`config.mk`:
```
export PLATFORM = sky130hd
export DESIGN_NAME = lha_level_ctrl
export DESIGN_NICKNAME = d
export VERILOG_FILES = /design/src/lha_pkg.sv /design/src/lha_hold_track.sv /design/src/lha_level_ctrl.sv /design/src/lha_sec_timer.sv
export VERILOG_INCLUDE_DIRS = /design/src /design/src/src
export SDC_FILE = /design/constraint.sdc
export NUM_CORES = 1
export LEC_CHECK = 0
export ABC_CLOCK_PERIOD_IN_PS = 15900
export BUFFER_PORTS_ARGS = -buffer_cell sky130_fd_sc_hd__buf_2
export CAP_MARGIN = 30
export CORE_MARGIN = 3
export CORE_UTILIZATION = 62
export CTS_BUF_LIST = sky130_fd_sc_hd__clkbuf_2 sky130_fd_sc_hd__clkbuf_4 sky130_fd_sc_hd__clkbuf_8
export CTS_CLUSTER_DIAMETER = 40
export DETAILED_ROUTE_END_ITERATION = 16
export HOLD_SLACK_MARGIN = 0.1
export PLACE_DENSITY = 0.83
export SYNTH_ARGS = -nofsm -noshare
export SYNTH_HDL_FRONTEND = slang
export SYNTH_HIERARCHICAL = 1
export SYNTH_SLANG_ARGS = --single-unit
export TNS_END_PERCENT = 10
```
`constraint.sdc`:
```
create_clock -name i_clk_sys -period 15.9 [get_ports i_clk_sys]
set_input_delay 3.18 -clock i_clk_sys [delete_from_list [all_inputs] [get_ports i_clk_sys]]
set_output_delay 3.18 -clock i_clk_sys [all_outputs]
set_load 0.03 [all_outputs]
```
`src/lha_params.svh`:
```
// constants for the level hold and alarm control block
`ifndef LHA_PARAMS_SVH
`define LHA_PARAMS_SVH

// system clock and derived rates
`define LHA_CLK_HZ 125000000
`define LHA_SAMPLE_HZ 51200
`define LHA_BLINK_MS 500
`define LHA_MS_PER_S 1000

// setting limits
`define LHA_PCT_MAX 7'h62
`define LHA_PCT_FULL 7'h64
`define LHA_DELAY_MAX 4'h9
`define LHA_AR_MAX 7'h5a

// bit order of key masks: backlight max_hold hold_clear menu alarm other
`define LHA_KEYS_ALL 6'h3f
`define LHA_KEYS_MAX 6'h38
`define LHA_KEYS_PEAK 6'h2c
`define LHA_KEYS_ALARM 6'h2a

// settings in force after reset
`define LHA_RST_PEAK_ON 1'h0
`define LHA_RST_PCT 7'h32
`define LHA_RST_DELAY 4'h0
`define LHA_RST_AR_ON 1'h0
`define LHA_RST_AR_S 7'h00
`define LHA_RST_BUZZER 1'h1

`endif

```
`src/lha_pkg.sv`:
```
// types shared by the level hold and alarm control block
package lha_pkg;

   typedef enum logic [1:0] {ST_OFF, ST_WATCH, ST_ACTIVE} lha_alarm_e;

   typedef struct packed {
      logic backlight;
      logic max_hold;
      logic hold_clear;
      logic menu;
      logic alarm;
      logic other;
   } lha_keys_s;

   typedef struct packed {
      logic peak_on;
      logic [6:0] level_pct;
      logic [3:0] delay_s;
      logic auto_reset_on;
      logic [6:0] auto_reset_s;
      logic buzzer_on;
   } lha_cfg_s;

   typedef struct packed {
      logic max_hold;
      logic max_over;
      logic peak_hold;
      logic peak_over;
      logic alarm_mode;
      logic value_blank;
   } lha_ind_s;

endpackage

```
`src/lha_hold_track.sv`:
```
// running maximum tracker used for max hold and peak hold
`timescale 1ns/1ps
module lha_hold_track
#(
   parameter int W = 12
)
(
   input wire logic i_clk_sys,
   input wire logic i_rst_n,
   input wire logic i_enable,
   input wire logic i_clear,
   input wire logic i_sample_en,
   input wire logic [W-1:0] i_value,
   output logic [W-1:0] o_held
);

   logic [W-1:0] next_held;
   wire logic restart;
   wire logic bigger;

   // while off or cleared, follow the input so tracking restarts from now
   assign restart = !i_enable || i_clear;
   assign bigger = i_sample_en && (i_value > o_held);
   assign next_held = (restart || bigger) ? i_value : o_held;

   always_ff @(posedge i_clk_sys)
   begin
      if (!i_rst_n)
         o_held <= '0;
      else
         o_held <= next_held;
   end

endmodule

```
`src/lha_level_ctrl.sv`:
```
// level hold and alarm control: max hold, peak hold, threshold alarm
// Overview of operation
// - max hold shows largest level, updates upward
// - held maximum over overload raises indicator
// - hold-clear key restarts max tracking
// - max hold passes backlight, max, clear keys
// - peak hold samples input at 51.2 kHz
// - peak hold switched by menu item 3
// - peak hold shows largest sampled peak
// - held peak over overload raises indicator
// - hold-clear key discards held peak
// - peak only in acceleration; bar keeps characteristic
// - peak hold passes backlight, menu, clear keys
// - alarm on compares level, asserts when exceeded
// - alarm key toggles alarm function
// - threshold 0 to 98 percent, 2 percent steps
// - delay 0 to 9 whole seconds
// - alarm shows indicator and threshold bar segment
// - auto-reset clears output after below-threshold time
// - without auto-reset output latches until cleared
// - hold-clear key clears output at once
// - clears keep function on; toggle off ends
// - alarm blinks value 0.5 s, closes switch, beeps
// - buzzer follows menu item 8 setting
// - menu changes apply on leaving menu screen
`timescale 1ns/1ps
`include "lha_params.svh"
module lha_level_ctrl
   import lha_pkg::*;
#(
   parameter int LW = 12,
   parameter logic [LW-1:0] FULL_SCALE = 12'hfff,
   parameter logic [LW-1:0] OVER_LEVEL = 12'hfff,
   parameter int HALF_S_CYCLES =
      `LHA_CLK_HZ / `LHA_MS_PER_S * `LHA_BLINK_MS
)
(
   input wire logic i_clk_sys,
   input wire logic i_rst_n,
   input wire lha_keys_s i_keys,
   input wire logic [LW-1:0] i_level,
   input wire logic i_level_valid,
   input wire logic [LW-1:0] i_sample_mag,
   input wire logic i_mode_accel,
   input wire logic [1:0] i_disp_char,
   input wire logic i_menu_screen,
   input wire lha_cfg_s i_cfg_stage,
   output lha_keys_s o_key_fwd,
   output logic [LW-1:0] o_display_value,
   output lha_ind_s o_ind,
   output logic [1:0] o_bar_char,
   output logic o_bar_thresh_lit,
   output logic [5:0] o_bar_thresh_seg,
   output logic o_alarm_out,
   output logic o_buzzer
);

   localparam int SAMPLE_CYCLES = `LHA_CLK_HZ / `LHA_SAMPLE_HZ;
   localparam int MW = LW + 7;

   // legalise staged settings before they take effect
   function automatic lha_cfg_s clamp_cfg(input lha_cfg_s c);
      lha_cfg_s r;
      r = c;
      if (c.level_pct > `LHA_PCT_MAX)
         r.level_pct = `LHA_PCT_MAX;
      r.level_pct[0] = 1'b0;
      if (c.delay_s > `LHA_DELAY_MAX)
         r.delay_s = `LHA_DELAY_MAX;
      if (c.auto_reset_s > `LHA_AR_MAX)
         r.auto_reset_s = `LHA_AR_MAX;
      return r;
   endfunction

   // key pins come from another domain: two flops, then edge detect
   logic [5:0] key_meta;
   logic [5:0] key_sync;
   logic [5:0] key_prev;

   always_ff @(posedge i_clk_sys)
   begin
      if (!i_rst_n)
      begin
         key_meta <= 6'h00;
         key_sync <= 6'h00;
         key_prev <= 6'h00;
      end
      else
      begin
         key_meta <= i_keys;
         key_sync <= key_meta;
         key_prev <= key_sync;
      end
   end

   // mode state
   lha_cfg_s cfg;
   logic menu_prev;
   logic max_on;
   logic blink;
   lha_alarm_e state;
   lha_alarm_e next_state;
   logic [1:0] bar_char_saved;

   wire logic peak_active;
   wire logic alarm_on;
   wire logic [5:0] allow_mask;
   wire logic [5:0] key_edge;
   wire lha_keys_s press;

   assign peak_active = cfg.peak_on && i_mode_accel;
   assign alarm_on = state != ST_OFF;
   assign key_edge = key_sync & ~key_prev;

   // each active mode narrows the set of live keys
   assign allow_mask = (max_on ? `LHA_KEYS_MAX : `LHA_KEYS_ALL)
      & (peak_active ? `LHA_KEYS_PEAK : `LHA_KEYS_ALL)
      & (alarm_on ? `LHA_KEYS_ALARM : `LHA_KEYS_ALL);
   assign press = key_edge & allow_mask;

   // settings commit only when the menu screen closes
   wire logic menu_exit;
   assign menu_exit = menu_prev && !i_menu_screen;

   always_ff @(posedge i_clk_sys)
   begin
      if (!i_rst_n)
      begin
         menu_prev <= 1'b0;
         cfg <= '{peak_on: `LHA_RST_PEAK_ON, level_pct: `LHA_RST_PCT,
                  delay_s: `LHA_RST_DELAY, auto_reset_on: `LHA_RST_AR_ON,
                  auto_reset_s: `LHA_RST_AR_S, buzzer_on: `LHA_RST_BUZZER};
      end
      else
      begin
         menu_prev <= i_menu_screen;
         if (menu_exit)
            cfg <= clamp_cfg(i_cfg_stage);
      end
   end

   // max hold toggles only from its own key
   always_ff @(posedge i_clk_sys)
   begin
      if (!i_rst_n)
         max_on <= 1'b0;
      else if (press.max_hold)
         max_on <= !max_on;
   end

   // bar keeps the characteristic chosen before peak hold began
   always_ff @(posedge i_clk_sys)
   begin
      if (!i_rst_n)
         bar_char_saved <= 2'h0;
      else if (!peak_active)
         bar_char_saved <= i_disp_char;
   end

   // sample-rate enable for peak hold
   logic [11:0] samp_cnt;
   wire logic samp_en;
   assign samp_en = samp_cnt == 12'(SAMPLE_CYCLES - 1);

   always_ff @(posedge i_clk_sys)
   begin
      if (!i_rst_n)
         samp_cnt <= 12'h000;
      else if (samp_en)
         samp_cnt <= 12'h000;
      else
         samp_cnt <= samp_cnt + 12'h001;
   end

   // half-second tick drives blinking, beeping and both timers
   logic [31:0] half_cnt;
   wire logic half_tick;
   assign half_tick = half_cnt == 32'(HALF_S_CYCLES - 1);

   always_ff @(posedge i_clk_sys)
   begin
      if (!i_rst_n)
      begin
         half_cnt <= 32'h0;
         blink <= 1'b0;
      end
      else
      begin
         half_cnt <= half_tick ? 32'h0 : half_cnt + 32'h1;
         if (!alarm_on)
            blink <= 1'b0;
         else if (half_tick)
            blink <= !blink;
      end
   end

   // hold trackers; clear key restarts them from the present value
   logic [LW-1:0] max_held;
   logic [LW-1:0] peak_held;

   lha_hold_track #(.W(LW)) u_max_hold
   (
      .i_clk_sys(i_clk_sys),
      .i_rst_n(i_rst_n),
      .i_enable(max_on),
      .i_clear(press.hold_clear),
      .i_sample_en(i_level_valid),
      .i_value(i_level),
      .o_held(max_held)
   );

   lha_hold_track #(.W(LW)) u_peak_hold
   (
      .i_clk_sys(i_clk_sys),
      .i_rst_n(i_rst_n),
      .i_enable(peak_active),
      .i_clear(press.hold_clear),
      .i_sample_en(samp_en),
      .i_value(i_sample_mag),
      .o_held(peak_held)
   );

   // threshold compare scaled by 100 to avoid a divider
   wire logic [MW-1:0] level_x100;
   wire logic [MW-1:0] thresh_x100;
   wire logic above;
   assign level_x100 = MW'(i_level) * MW'(`LHA_PCT_FULL);
   assign thresh_x100 = MW'(cfg.level_pct) * MW'(FULL_SCALE);
   assign above = level_x100 > thresh_x100;

   // delay and auto-reset timers run only over unbroken intervals
   wire logic delay_run;
   wire logic ar_run;
   logic delay_done;
   logic ar_done;
   assign delay_run = (state == ST_WATCH) && above;
   assign ar_run = (state == ST_ACTIVE) && !above
                   && cfg.auto_reset_on;

   lha_sec_timer u_delay
   (
      .i_clk_sys(i_clk_sys),
      .i_rst_n(i_rst_n),
      .i_run(delay_run),
      .i_half_tick(half_tick),
      .i_limit_s({3'h0, cfg.delay_s}),
      .o_expired(delay_done)
   );

   lha_sec_timer u_auto_reset
   (
      .i_clk_sys(i_clk_sys),
      .i_rst_n(i_rst_n),
      .i_run(ar_run),
      .i_half_tick(half_tick),
      .i_limit_s(cfg.auto_reset_s),
      .o_expired(ar_done)
   );

   // alarm state: off, watching, output active
   always_comb
   begin
      next_state = state;
      unique case (state)
         ST_OFF:
            if (press.alarm)
               next_state = ST_WATCH;
         ST_WATCH:
            if (press.alarm)
               next_state = ST_OFF;
            else if (delay_done && above && !press.hold_clear)
               next_state = ST_ACTIVE;
         ST_ACTIVE:
            if (press.alarm)
               next_state = ST_OFF;
            else if (press.hold_clear)
               next_state = ST_WATCH;
            else if (ar_done && !above)
               next_state = ST_WATCH;
            // otherwise latched until cleared
      endcase
   end

   always_ff @(posedge i_clk_sys)
   begin
      if (!i_rst_n)
         state <= ST_OFF;
      else
         state <= next_state;
   end

   // display source: peak hold, then max hold, then live level
   wire logic [LW-1:0] next_value;
   wire lha_ind_s next_ind;
   wire logic active;
   assign active = next_state == ST_ACTIVE; // switch, blank, beep agree
   assign next_value = peak_active ? peak_held :
                       max_on ? max_held : i_level;
   assign next_ind.max_hold = max_on;
   assign next_ind.max_over = max_on && (max_held > OVER_LEVEL);
   assign next_ind.peak_hold = peak_active;
   assign next_ind.peak_over = peak_active
                               && (peak_held > OVER_LEVEL);
   assign next_ind.alarm_mode = alarm_on;
   assign next_ind.value_blank = active && blink;

   // registered outputs
   always_ff @(posedge i_clk_sys)
   begin
      if (!i_rst_n)
      begin
         o_key_fwd <= '0;
         o_display_value <= '0;
         o_ind <= '0;
         o_bar_char <= 2'h0;
         o_bar_thresh_lit <= 1'b0;
         o_bar_thresh_seg <= 6'h00;
         o_alarm_out <= 1'b0;
         o_buzzer <= 1'b0;
      end
      else
      begin
         o_key_fwd <= press;
         o_display_value <= next_value;
         o_ind <= next_ind;
         o_bar_char <= peak_active ? bar_char_saved : i_disp_char;
         o_bar_thresh_lit <= alarm_on;
         o_bar_thresh_seg <= cfg.level_pct[6:1];
         o_alarm_out <= active;
         // beeps share the blink phase: half second on, half off
         o_buzzer <= active && cfg.buzzer_on && blink;
      end
   end

endmodule

```
`src/lha_sec_timer.sv`:
```
// elapsed-time comparator counting half-second ticks while running
`timescale 1ns/1ps
module lha_sec_timer
(
   input wire logic i_clk_sys,
   input wire logic i_rst_n,
   input wire logic i_run,
   input wire logic i_half_tick,
   input wire logic [6:0] i_limit_s,
   output logic o_expired
);

   logic [7:0] halves;
   logic [7:0] next_halves;
   wire logic [7:0] limit_halves;
   wire logic reached;

   // stopping the run restarts the count, so only unbroken runs expire
   assign limit_halves = {i_limit_s, 1'b0};
   assign reached = halves >= limit_halves;
   assign next_halves = !i_run ? 8'h00 :
                        (i_half_tick && !reached) ? halves + 8'h01 : halves;

   always_ff @(posedge i_clk_sys)
   begin
      if (!i_rst_n)
      begin
         halves <= 8'h00;
         o_expired <= 1'b0;
      end
      else
      begin
         halves <= next_halves;
         o_expired <= i_run && reached;
      end
   end

endmodule

```
== Word level (Yosys, flattened, before mapping) ==
Index checks and enable logic that the tools add are counted.
Word-level totals
  flip-flop bits (word level): 163
  input bits: 58
  logic and storage cells: 118
Cells by class
  $add $sub $neg: 4
  multipliers: 2
  $lt $le $gt $ge: 10
  eq/ne operators: 5
  muxes and demuxes: 15
  bitwise gates (word level): 6
  reduce and logical (&&, ||, !) cells: 38
Operators with widths (count)
  adder 32 x 1 -> 32 bit (second input constant): 1
  == test 32 x 26 -> 1 bit (second input constant): 1
  AND 6 bit: 4
  > comparator 12 bit: 2
  > comparator 12 bit (second input constant): 2
  2-to-1 mux 12 bit: 2
  > comparator 19 bit: 1
  logical AND 1 bit: 19
  multiplier 6 x 12 -> 18 bit (second input constant): 1
  multiplier 12 x 5 -> 17 bit (second input constant): 1
  adder 8 x 1 -> 8 bit (second input constant): 2
  > comparator 7 bit (second input constant): 2
  2-to-1 mux 7 bit: 2
  adder 12 x 1 -> 12 bit (second input constant): 1
  == test 12 bit (second input constant): 1
  2-to-1 mux 2 bit: 6
  2-to-1 mux 5 bit: 2
  greater-or-equal comparator 8 x 5 -> 1 bit: 1
  greater-or-equal comparator 8 bit: 1
  zero test 1 bit: 8
  inverter 6 bit: 1
  case mux 2 bit (3 select lines): 1
  AND reduction 2 bit: 3
  == test 2 bit (second input constant): 2
  9 further kinds: 13

== Longest topological paths before layout ==
Gate-level depths: netlist (run 1).
  depth after elaboration: 13
  depth in mapped cells: 23

== Modules after synthesis ==
Netlist (run 1), hierarchy kept.
Modules (own cells, without submodules)
  lha_level_ctrl: times used 1, cells each 816, area each 7176.9 µm², sequential area each 2422.3 µm²
  lha_hold_track: times used 2, cells each 96, area each 794.5 µm², sequential area each 240.2 µm²
  lha_sec_timer: times used 2, cells each 74, area each 619.3 µm², sequential area each 180.2 µm²

== Worst setup path after synthesis (run 1) ==
No wires, ideal clock.
  kind: input -> register
  start point: input port i_level[2]
  end point: register u_delay.halves[2]
  arrival time: 7.372 ns
  data required time: 15.799 ns
  setup slack: 8.427 ns
  stages on the path: 21
  buffers on the path: 0
  cells stage by stage: ha_1 -> ha_1 -> inv_1 -> fa_1 -> inv_1 -> ha_1 -> nor2b_1 -> o31ai_1 -> a21oi_1 -> a211oi_1 -> a21oi_1 -> xnor2_1 -> ha_1 -> nand4_1 -> nor4_1 -> nor3_1 -> o22ai_1 -> and3_1 -> and2_1 -> nand2b_1 -> o41ai_1
On the way
  longest elaborated chain between the ends: 4
RTL lines
  start: declaration: line lha_level_ctrl.sv:41  | input wire logic [LW-1:0] i_level,
  multiplier 12 x 5 -> 17 bit: line lha_level_ctrl.sv:227  | assign level_x100 = MW'(i_level) * MW'(`LHA_PCT_FULL);
  > comparator 19 bit: line lha_level_ctrl.sv:229  | assign above = level_x100 > thresh_x100;
  logical AND 1 bit: line lha_level_ctrl.sv:236  | assign delay_run = (state == ST_WATCH) && above;
  via delay_run: line lha_level_ctrl.sv:232  | wire logic delay_run;
  AND reduction 2 bit (no source line)
  end signal: assignment: line lha_sec_timer.sv:33  | halves <= next_halves;
  end: declaration: line lha_sec_timer.sv:13  | logic [7:0] halves;
The timed path passes the listed nets, and every way through them passes these cells.
A chain may end at the register's enable or synchronous reset.

== Worst setup path after layout (run 1) ==
Ends and elaborated chain as after synthesis.

==> metrics.md, run 1 <==
| Metric | Value |
|---|---|
| Status | finished clean |
| Synthesized instance count | 1156 |
| Number of hold buffers added after CTS | 0 |
| Pin count of the biggest net entering global routing | 86 |
| P&R area growth vs syn | 10.63% |
| Launch point of the worst reg-to-reg path | cfg[17] |
| Post-layout nets | 1452 |
| Antenna Nets Post-Route | 0 |
| Reg2reg setup slack | 9490 ps |
| Postcts setup bufs | 0 |
| Final hold vios | 0 |
| Drt drc | 0 |
| # fillers | 1178 |
| RSZ-0062 raised after global routing | no |
| Pins Over Slew Limit | 0 |
| Violation count after the first detailed-route iteration | 468 |
| Design Area, Final | 11070 um2 |
| # diodes | 0 |
| Crit path time final | 8060 ps |
| Critical Path Start | i_level[2] |
| Overflow after GRT | 0 |
| Worst skew pair latency | 460 ps |
| FF+latch count, synth | 163 |
| Top-area cell type share of the netlist area | 32.62% |
| Wire per inst | 14.16 um |
| Reg2reg end | u_delay/halves[2] |
| Most used flip-flop cell after synthesis | dfxtp_1 |
| Clock Path Buffers | 2 |
| Chip width | 133.0 um |
| Synth warn | 6 |
| CP Class | in -> reg |
| Initial antenna violation count | 1 |
| Number of max-cap violations | 0 |
| I/O pin total | 93 |
| Crit Path Max Fanout | 6 |
| Hold Crit Depth | 1 |
| # H-tree levels | 4 |
| Post-Layout Cell Count | 1469 |
| Endpoints failing setup | 0 |
| DR vias/cell | 5.538 |
| Clock Sinks | 163 |
| Multi-input gate area | 6136 um2 |
| Post-synth ARST share | 0% |
| Hold Path Origin | key_prev[5] |
| Final Wtd Congestion | 0.8418 |
| Mean post-synth cell area | 8.654 um2 |
| Core area | 15480 um2 |
| Post-synth EDFFs | 0 |
| FF/Latch Area | 3263 um2 |
| Synth unique cells | 68 |
| Row count | 45 |
| CTS Root Cell | clkbuf_8 |
| Startpoint Class | primary input |
| IO buf count | 91 |
| Hold Path Class | reg -> reg |
| Final worst path period share | 50.69% |
| Starting density of the core | 64.61% |
| PD cells | 104.1 nW/um2 |
| CP required | 16260 ps |
| Peak Freq | 0.1241 GHz |
| Pleak | 4.907 nW |
| Die H | 133.0 um |
| DRT Pass-1 Iters | 5 |
| Vias in the first global route | 7730 |
| Worst hold slack | 405.0 ps |
| R2R depth | 21 |
| Post-synth top area cell | dfxtp_1 |
| Layout cells sized above 1 | 12.16% |
| CP Data Arrival Time | 8420 ps |
| Crit end category | register |
| CTS buffer count | 17 |
| First-pass GRT wire length | 35260 um |
| Rel. slew slack | 31.88% |
| Worst slew pin tran | 1020 ps |
| Routed wire length | 20800 um |
| Clock-pin slew on the worst setup and hold paths | 90 ps |
| Accumulated negative setup slack | 0 ps |
| Clock Skews | 16.13 ps |
| Register area share after synthesis | 32.62% |
| Post-DP Area | 10640 um2 |
| DIE AREA | 17700 um2 |
| Cells after DPL | 1436 |
| Total Power | 1.152 mW |
| CTS tree | yes |
| Area of the mapped netlist | 10000 um2 |
| DP HPWL | 15470 um |
| Via Count | 8135 |
| Ranking of synthesized cells by area | dfxtp_1 33%, ha_1 16%, nand2_1 4.8% |
| Total Routing Usage GR | 23.84% |
| Post-CTS sizing | 0 |
| Hold endpoint | o_key_fwd[5] |
| Max VDD drop | 0.06767 mV |
synthesized netlist by cell type, types with 9 or more instances:
cell type,instances
a21oi_1,73
nor2b_1,10
xnor2_1,34
nand3_1,25
nor2_1,99
a211oi_1,13
and2_1,27
xor2_1,26
nand2_1,128
dfxtp_1,163
inv_1,121
nand2b_1,11
a21o_1,9
nand4_1,18
clkbuf_1,19
o21ai_0,43
or3_1,15
mux2i_1,31
o211ai_1,9
and3_1,16
fa_1,20
nor3_1,16
ha_1,129
layout by cell type, fill, tap and decap left out, types with 20 or more instances in the layout:
| master | Yosys | layout |
|---|---|---|
| xnor2_1 | 34 | 34 |
| mux2i_1 | 31 | 31 |
| a21oi_1 | 73 | 73 |
| buf_2 | 1 | 91 |
| nand2_1 | 128 | 128 |
| ha_1 | 129 | 129 |
| dfxtp_1 | 163 | 163 |
| nand3_1 | 25 | 25 |
| fa_1 | 20 | 20 |
| and2_1 | 27 | 27 |
| o21ai_0 | 43 | 43 |
| xor2_1 | 26 | 26 |
| inv_1 | 121 | 121 |
| nor2_1 | 99 | 99 |
stage by stage:
stage               setup WS, ps  utilization (%)
finish                      7840            71.48
global route                7433            71.48
CTS                         7903            71.31
detailed placement          7419            68.70
global placement            7547            68.53
floorplan                   8428                -
kinds of logic (layout without fill, tap and decap cells):
family                   after synthesis  count (layout)  synth area share, %
adder cells (fa/ha/maj)              149             149                20.14
other                                  1               5              0.03748
flip-flops                           163             163                32.62
AND/OR/NAND/NOR                      405             405                20.24
buffers and inverters                153             251                6.203
multiplexers                          31              31                3.102
XOR/XNOR                              60              60                5.253
AO/OA/AOI/OAI                        194             194                12.42
registers in the layout, summed over array words and instances, names as in the netlist, 2 cells and up:
| register | count |
|---|---|
| half_cnt | 32 |
| cfg | 20 |
| o_display_value | 12 |
| samp_cnt | 12 |
| u_max_hold/o_held | 12 |
| u_peak_hold/o_held | 12 |
| u_auto_reset/halves | 8 |
| u_delay/halves | 8 |
| key_meta | 6 |
| key_prev | 6 |
| key_sync | 6 |
| o_bar_thresh_seg | 6 |
| o_key_fwd | 6 |
| o_ind | 5 |
| o_bar_char | 2 |
| state | 2 |
how the worst max path moves through the flow:
stage	endpoint	slack [ps]	cells after the start
CTS	u_delay/halves[2]	7900	22
global placement	u_delay/halves[2]	7550	22
detailed placement	u_delay/halves[2]	7420	22
floorplan	u_delay/halves[2]	8430	21
global route	u_delay/halves[2]	7430	22
finish	u_delay/halves[2]	7840	22
critical path, stage by stage:
cell      delay, ps
buf_2           160
ha_1            300
ha_1            280
inv_1            50
fa_1            520
inv_1            50
ha_1            330
nor2b_1         160
o31ai_1         330
a21oi_1         150
a211oi_1        350
a21oi_1         130
xnor2_1         170
ha_1            320
nand4_1         140
nor4_1          630
nor3_1           90
o22ai_1         340
and3_1          260
and2_1          190
nand2b_1         70
o41ai_1         210
power breakdown:
group,internal [mW],switching (mW)
Clock,0.144,0.165
Combinational,0.173,0.239
Sequential,0.422,0.00896
routing by layer:
metal	vias to the layer above	share of wire [%]	global-route usage, %
met3	29	4.4	4.677
li1	4123	-	-
met1	3797	47	31.17
met2	184	47	39.59
met4	2	1.8	7.968
met5	-	0.062	0
cell type report:
class | count | area share (%)
multi-input combinational | 844 | 55.44
sequential | 163 | 29.48
timing repair buffer | 98 | 4.951
inverter | 121 | 4.104
tap | 211 | 2.385
clock buffer | 17 | 2.114
clock inverter | 15 | 1.526
Power figures use the tool's default switching activity.
==> run 2: changes to the inputs <==
--- a/config.mk
+++ b/config.mk
@@ -6,7 +6,7 @@
 export SDC_FILE = /design/constraint.sdc
 export NUM_CORES = 1
 export LEC_CHECK = 0
-export ABC_CLOCK_PERIOD_IN_PS = 15900
+export ABC_CLOCK_PERIOD_IN_PS = 7500
 export BUFFER_PORTS_ARGS = -buffer_cell sky130_fd_sc_hd__buf_2
 export CAP_MARGIN = 30
 export CORE_MARGIN = 3
==> constraint.sdc (replaced) <==
create_clock -name i_clk_sys -period 7.5 [get_ports i_clk_sys]
set_input_delay 1.5 -clock i_clk_sys [delete_from_list [all_inputs] [get_ports i_clk_sys]]
set_output_delay 1.5 -clock i_clk_sys [all_outputs]
set_load 0.03 [all_outputs]
==> run 2 against run 1 <==
Combinational power increased by 110%. Wire length about the same. First-iteration DRC count decreased by 6.6%. Die area did not move. Clock skew about the same. Global-route usage grew 0.25 points. Critical path type is now reg -> reg.
==> metrics.md, run 2 (same netlist as run 1, synthesis figures left out) <==
| Metric | Value |
|---|---|
| Core area | 15480 um2 |
| Commonest non-fill, non-tap cell in the layout | dfxtp_1 |
| Crit-path cells | fa_1, inv_1, fa_1, fa_1, inv_1, ha_1, a211oi_1, o21ai_0, a311oi_1, o21bai_1, a21oi_1, xnor2_1, ha_1, nand4_1, nor4_1, nor3_1, o22ai_1, and3_1, and2_1, nand2b_1, o41ai_1 |
| Clock-pin slew on the worst setup and hold paths | 90 ps |
| Max reg flops | 32 |
| Clock Path Buffers | 2 |
| Clock Skews | 16.38 ps |
| Buf/Inv on CP | 2 |
| P&R area growth vs syn | 10.66% |
| Violation count after the first detailed-route iteration | 437 |
| Endpoints failing setup | 0 |
| Worst hold slack | 400.1 ps |
| Pins Over Slew Limit | 0 |
| Cells after DPL | 1437 |
| Wire per inst | 14.16 um |
| Crit Path Max Fanout | 6 |
| Via Count | 8075 |
| Chip width | 133.0 um |
| I/O pin total | 93 |
| Peak Freq | 0.1584 GHz |
| Antenna Nets Post-Route | 0 |
| Post-layout nets | 1454 |
| Worst path top cell family by delay | adder cells |
| First-pass GRT wire length | 35440 um |
| RSZ-0062 raised after global routing | no |
| CTS buffer count | 17 |
| Pin count of the biggest net entering global routing | 51 |
| Initial antenna violation count | 0 |
| CP Data Arrival Time | 6670 ps |
| Post-Layout Cell Count | 1470 |
| Crit end category | register |
| Number of hold buffers added after CTS | 0 |
| Hold Path Class | reg -> reg |
| Drt drc | 0 |
| Die H | 133.0 um |
| Pleak | 4.918 nW |
| Most frequent cells in the layout | 163 x dfxtp_1, 129 x ha_1, 128 x nand2_1 |
| CTS tree | yes |
| CP required | 7860 ps |
| Status | finished clean |
| IO buf count | 91 |
| DP HPWL | 15870 um |
| Postcts setup bufs | 0 |
| DR vias/cell | 5.493 |
| CTS Root Cell | clkbuf_8 |
| Max VDD drop | 0.1885 mV |
| Starting density of the core | 64.61% |
| Startpoint Class | register |
| Pre-CTS setup slack | 802.9 ps |
| Final hold vios | 0 |
| DIE AREA | 17700 um2 |
| Crit-path slowest cell | fa_1 |
| Row count | 45 |
| Accumulated negative setup slack | 0 ps |
| Layout cells sized above 1 | 12.23% |
| Final setup margin | 1188 ps |
| Post-CTS sizing | 0 |
| Overflow after GRT | 0 |
| Total Routing Usage GR | 24.09% |
| Critical Path Max Stage Delay | 710 ps |
| Final Wtd Congestion | 0.8379 |
| Number of max-cap violations | 0 |
| Vias in the first global route | 7644 |
| PD cells | 221.7 nW/um2 |
| Worst slew pin tran | 998.5 ps |
| DRT Pass-1 Iters | 4 |
| Crit path time final | 6312 ps |
| Final worst path period share | 84.16% |
| Rel. slew slack | 33.44% |
| CP Class | reg -> reg |
| Clock Sinks | 163 |
| Worst skew pair latency | 470 ps |
| Routed wire length | 20810 um |
| Worst path most repeated cell | fa_1 |
| # diodes | 0 |
| Biggest register | half_cnt |
| # H-tree levels | 4 |
| Largest registers | half_cnt x32, cfg x20 |
==> run 2: metrics by stage <==
stage / cell area, um2 / power [mW] / util (%)
detailed placement: 10630 / 1.778 / 68.67
finish: 11070 / 2.455 / 71.50
global route: 11070 / 2.622 / 71.50
CTS: 11060 / 2.456 / 71.40
global placement: 10620 / 1.743 / 68.57
floorplan: 10020 / 1.590 / -
==> run 2: path summary, 6_finish.rpt <==
path	cells after the start	start	end	slack, ps
max	21	cfg[17]	u_delay/halves[2]	1190
min	1	key_prev[0]	o_key_fwd[0]	400
max reg2reg	21	cfg[17]	u_delay/halves[2]	1190
min reg2reg	1	key_prev[0]	o_key_fwd[0]	400
==> run 2: area by class of cell <==
class                      count  area (um2)
multi-input combinational    844        6136
clock buffer                  20       269.0
fill                        1190        4413
inverter                     121       454.2
clock inverter                11       153.9
timing repair buffer         100       530.5
tap                          211       264.0
sequential                   163        3263
==> run 2: metal layers <==
metal / global-route usage (%) / vias to the layer above / part of all wire (%) / routed length (um)
met4: 6.871 / 0 / 1.7 / 351
met2: 40.24 / 172 / 47 / 9774
met3: 4.829 / 27 / 4.4 / 924
met5: 0 / - / 0 / 0
li1: - / 4127 / - / -
met1: 31.74 / 3749 / 47 / 9757
==> run 2: worst reg2reg max path: stages (launching register included) <==
cell,delay (ps)
dfxtp_1,400
fa_1,710
inv_1,160
fa_1,540
fa_1,540
inv_1,50
ha_1,360
a211oi_1,360
o21ai_0,230
a311oi_1,300
o21bai_1,120
a21oi_1,180
xnor2_1,120
ha_1,310
nand4_1,140
nor4_1,520
nor3_1,90
o22ai_1,330
and3_1,270
and2_1,200
nand2b_1,70
o41ai_1,210
==> run 2: power by group <==
| group | total (mW) | internal (mW) | switching, mW |
|---|---|---|---|
| sequential | 0.913 | 0.894 | 0.0189 |
| clock | 0.676 | 0.351 | 0.326 |
| combinational | 0.866 | 0.361 | 0.504 |
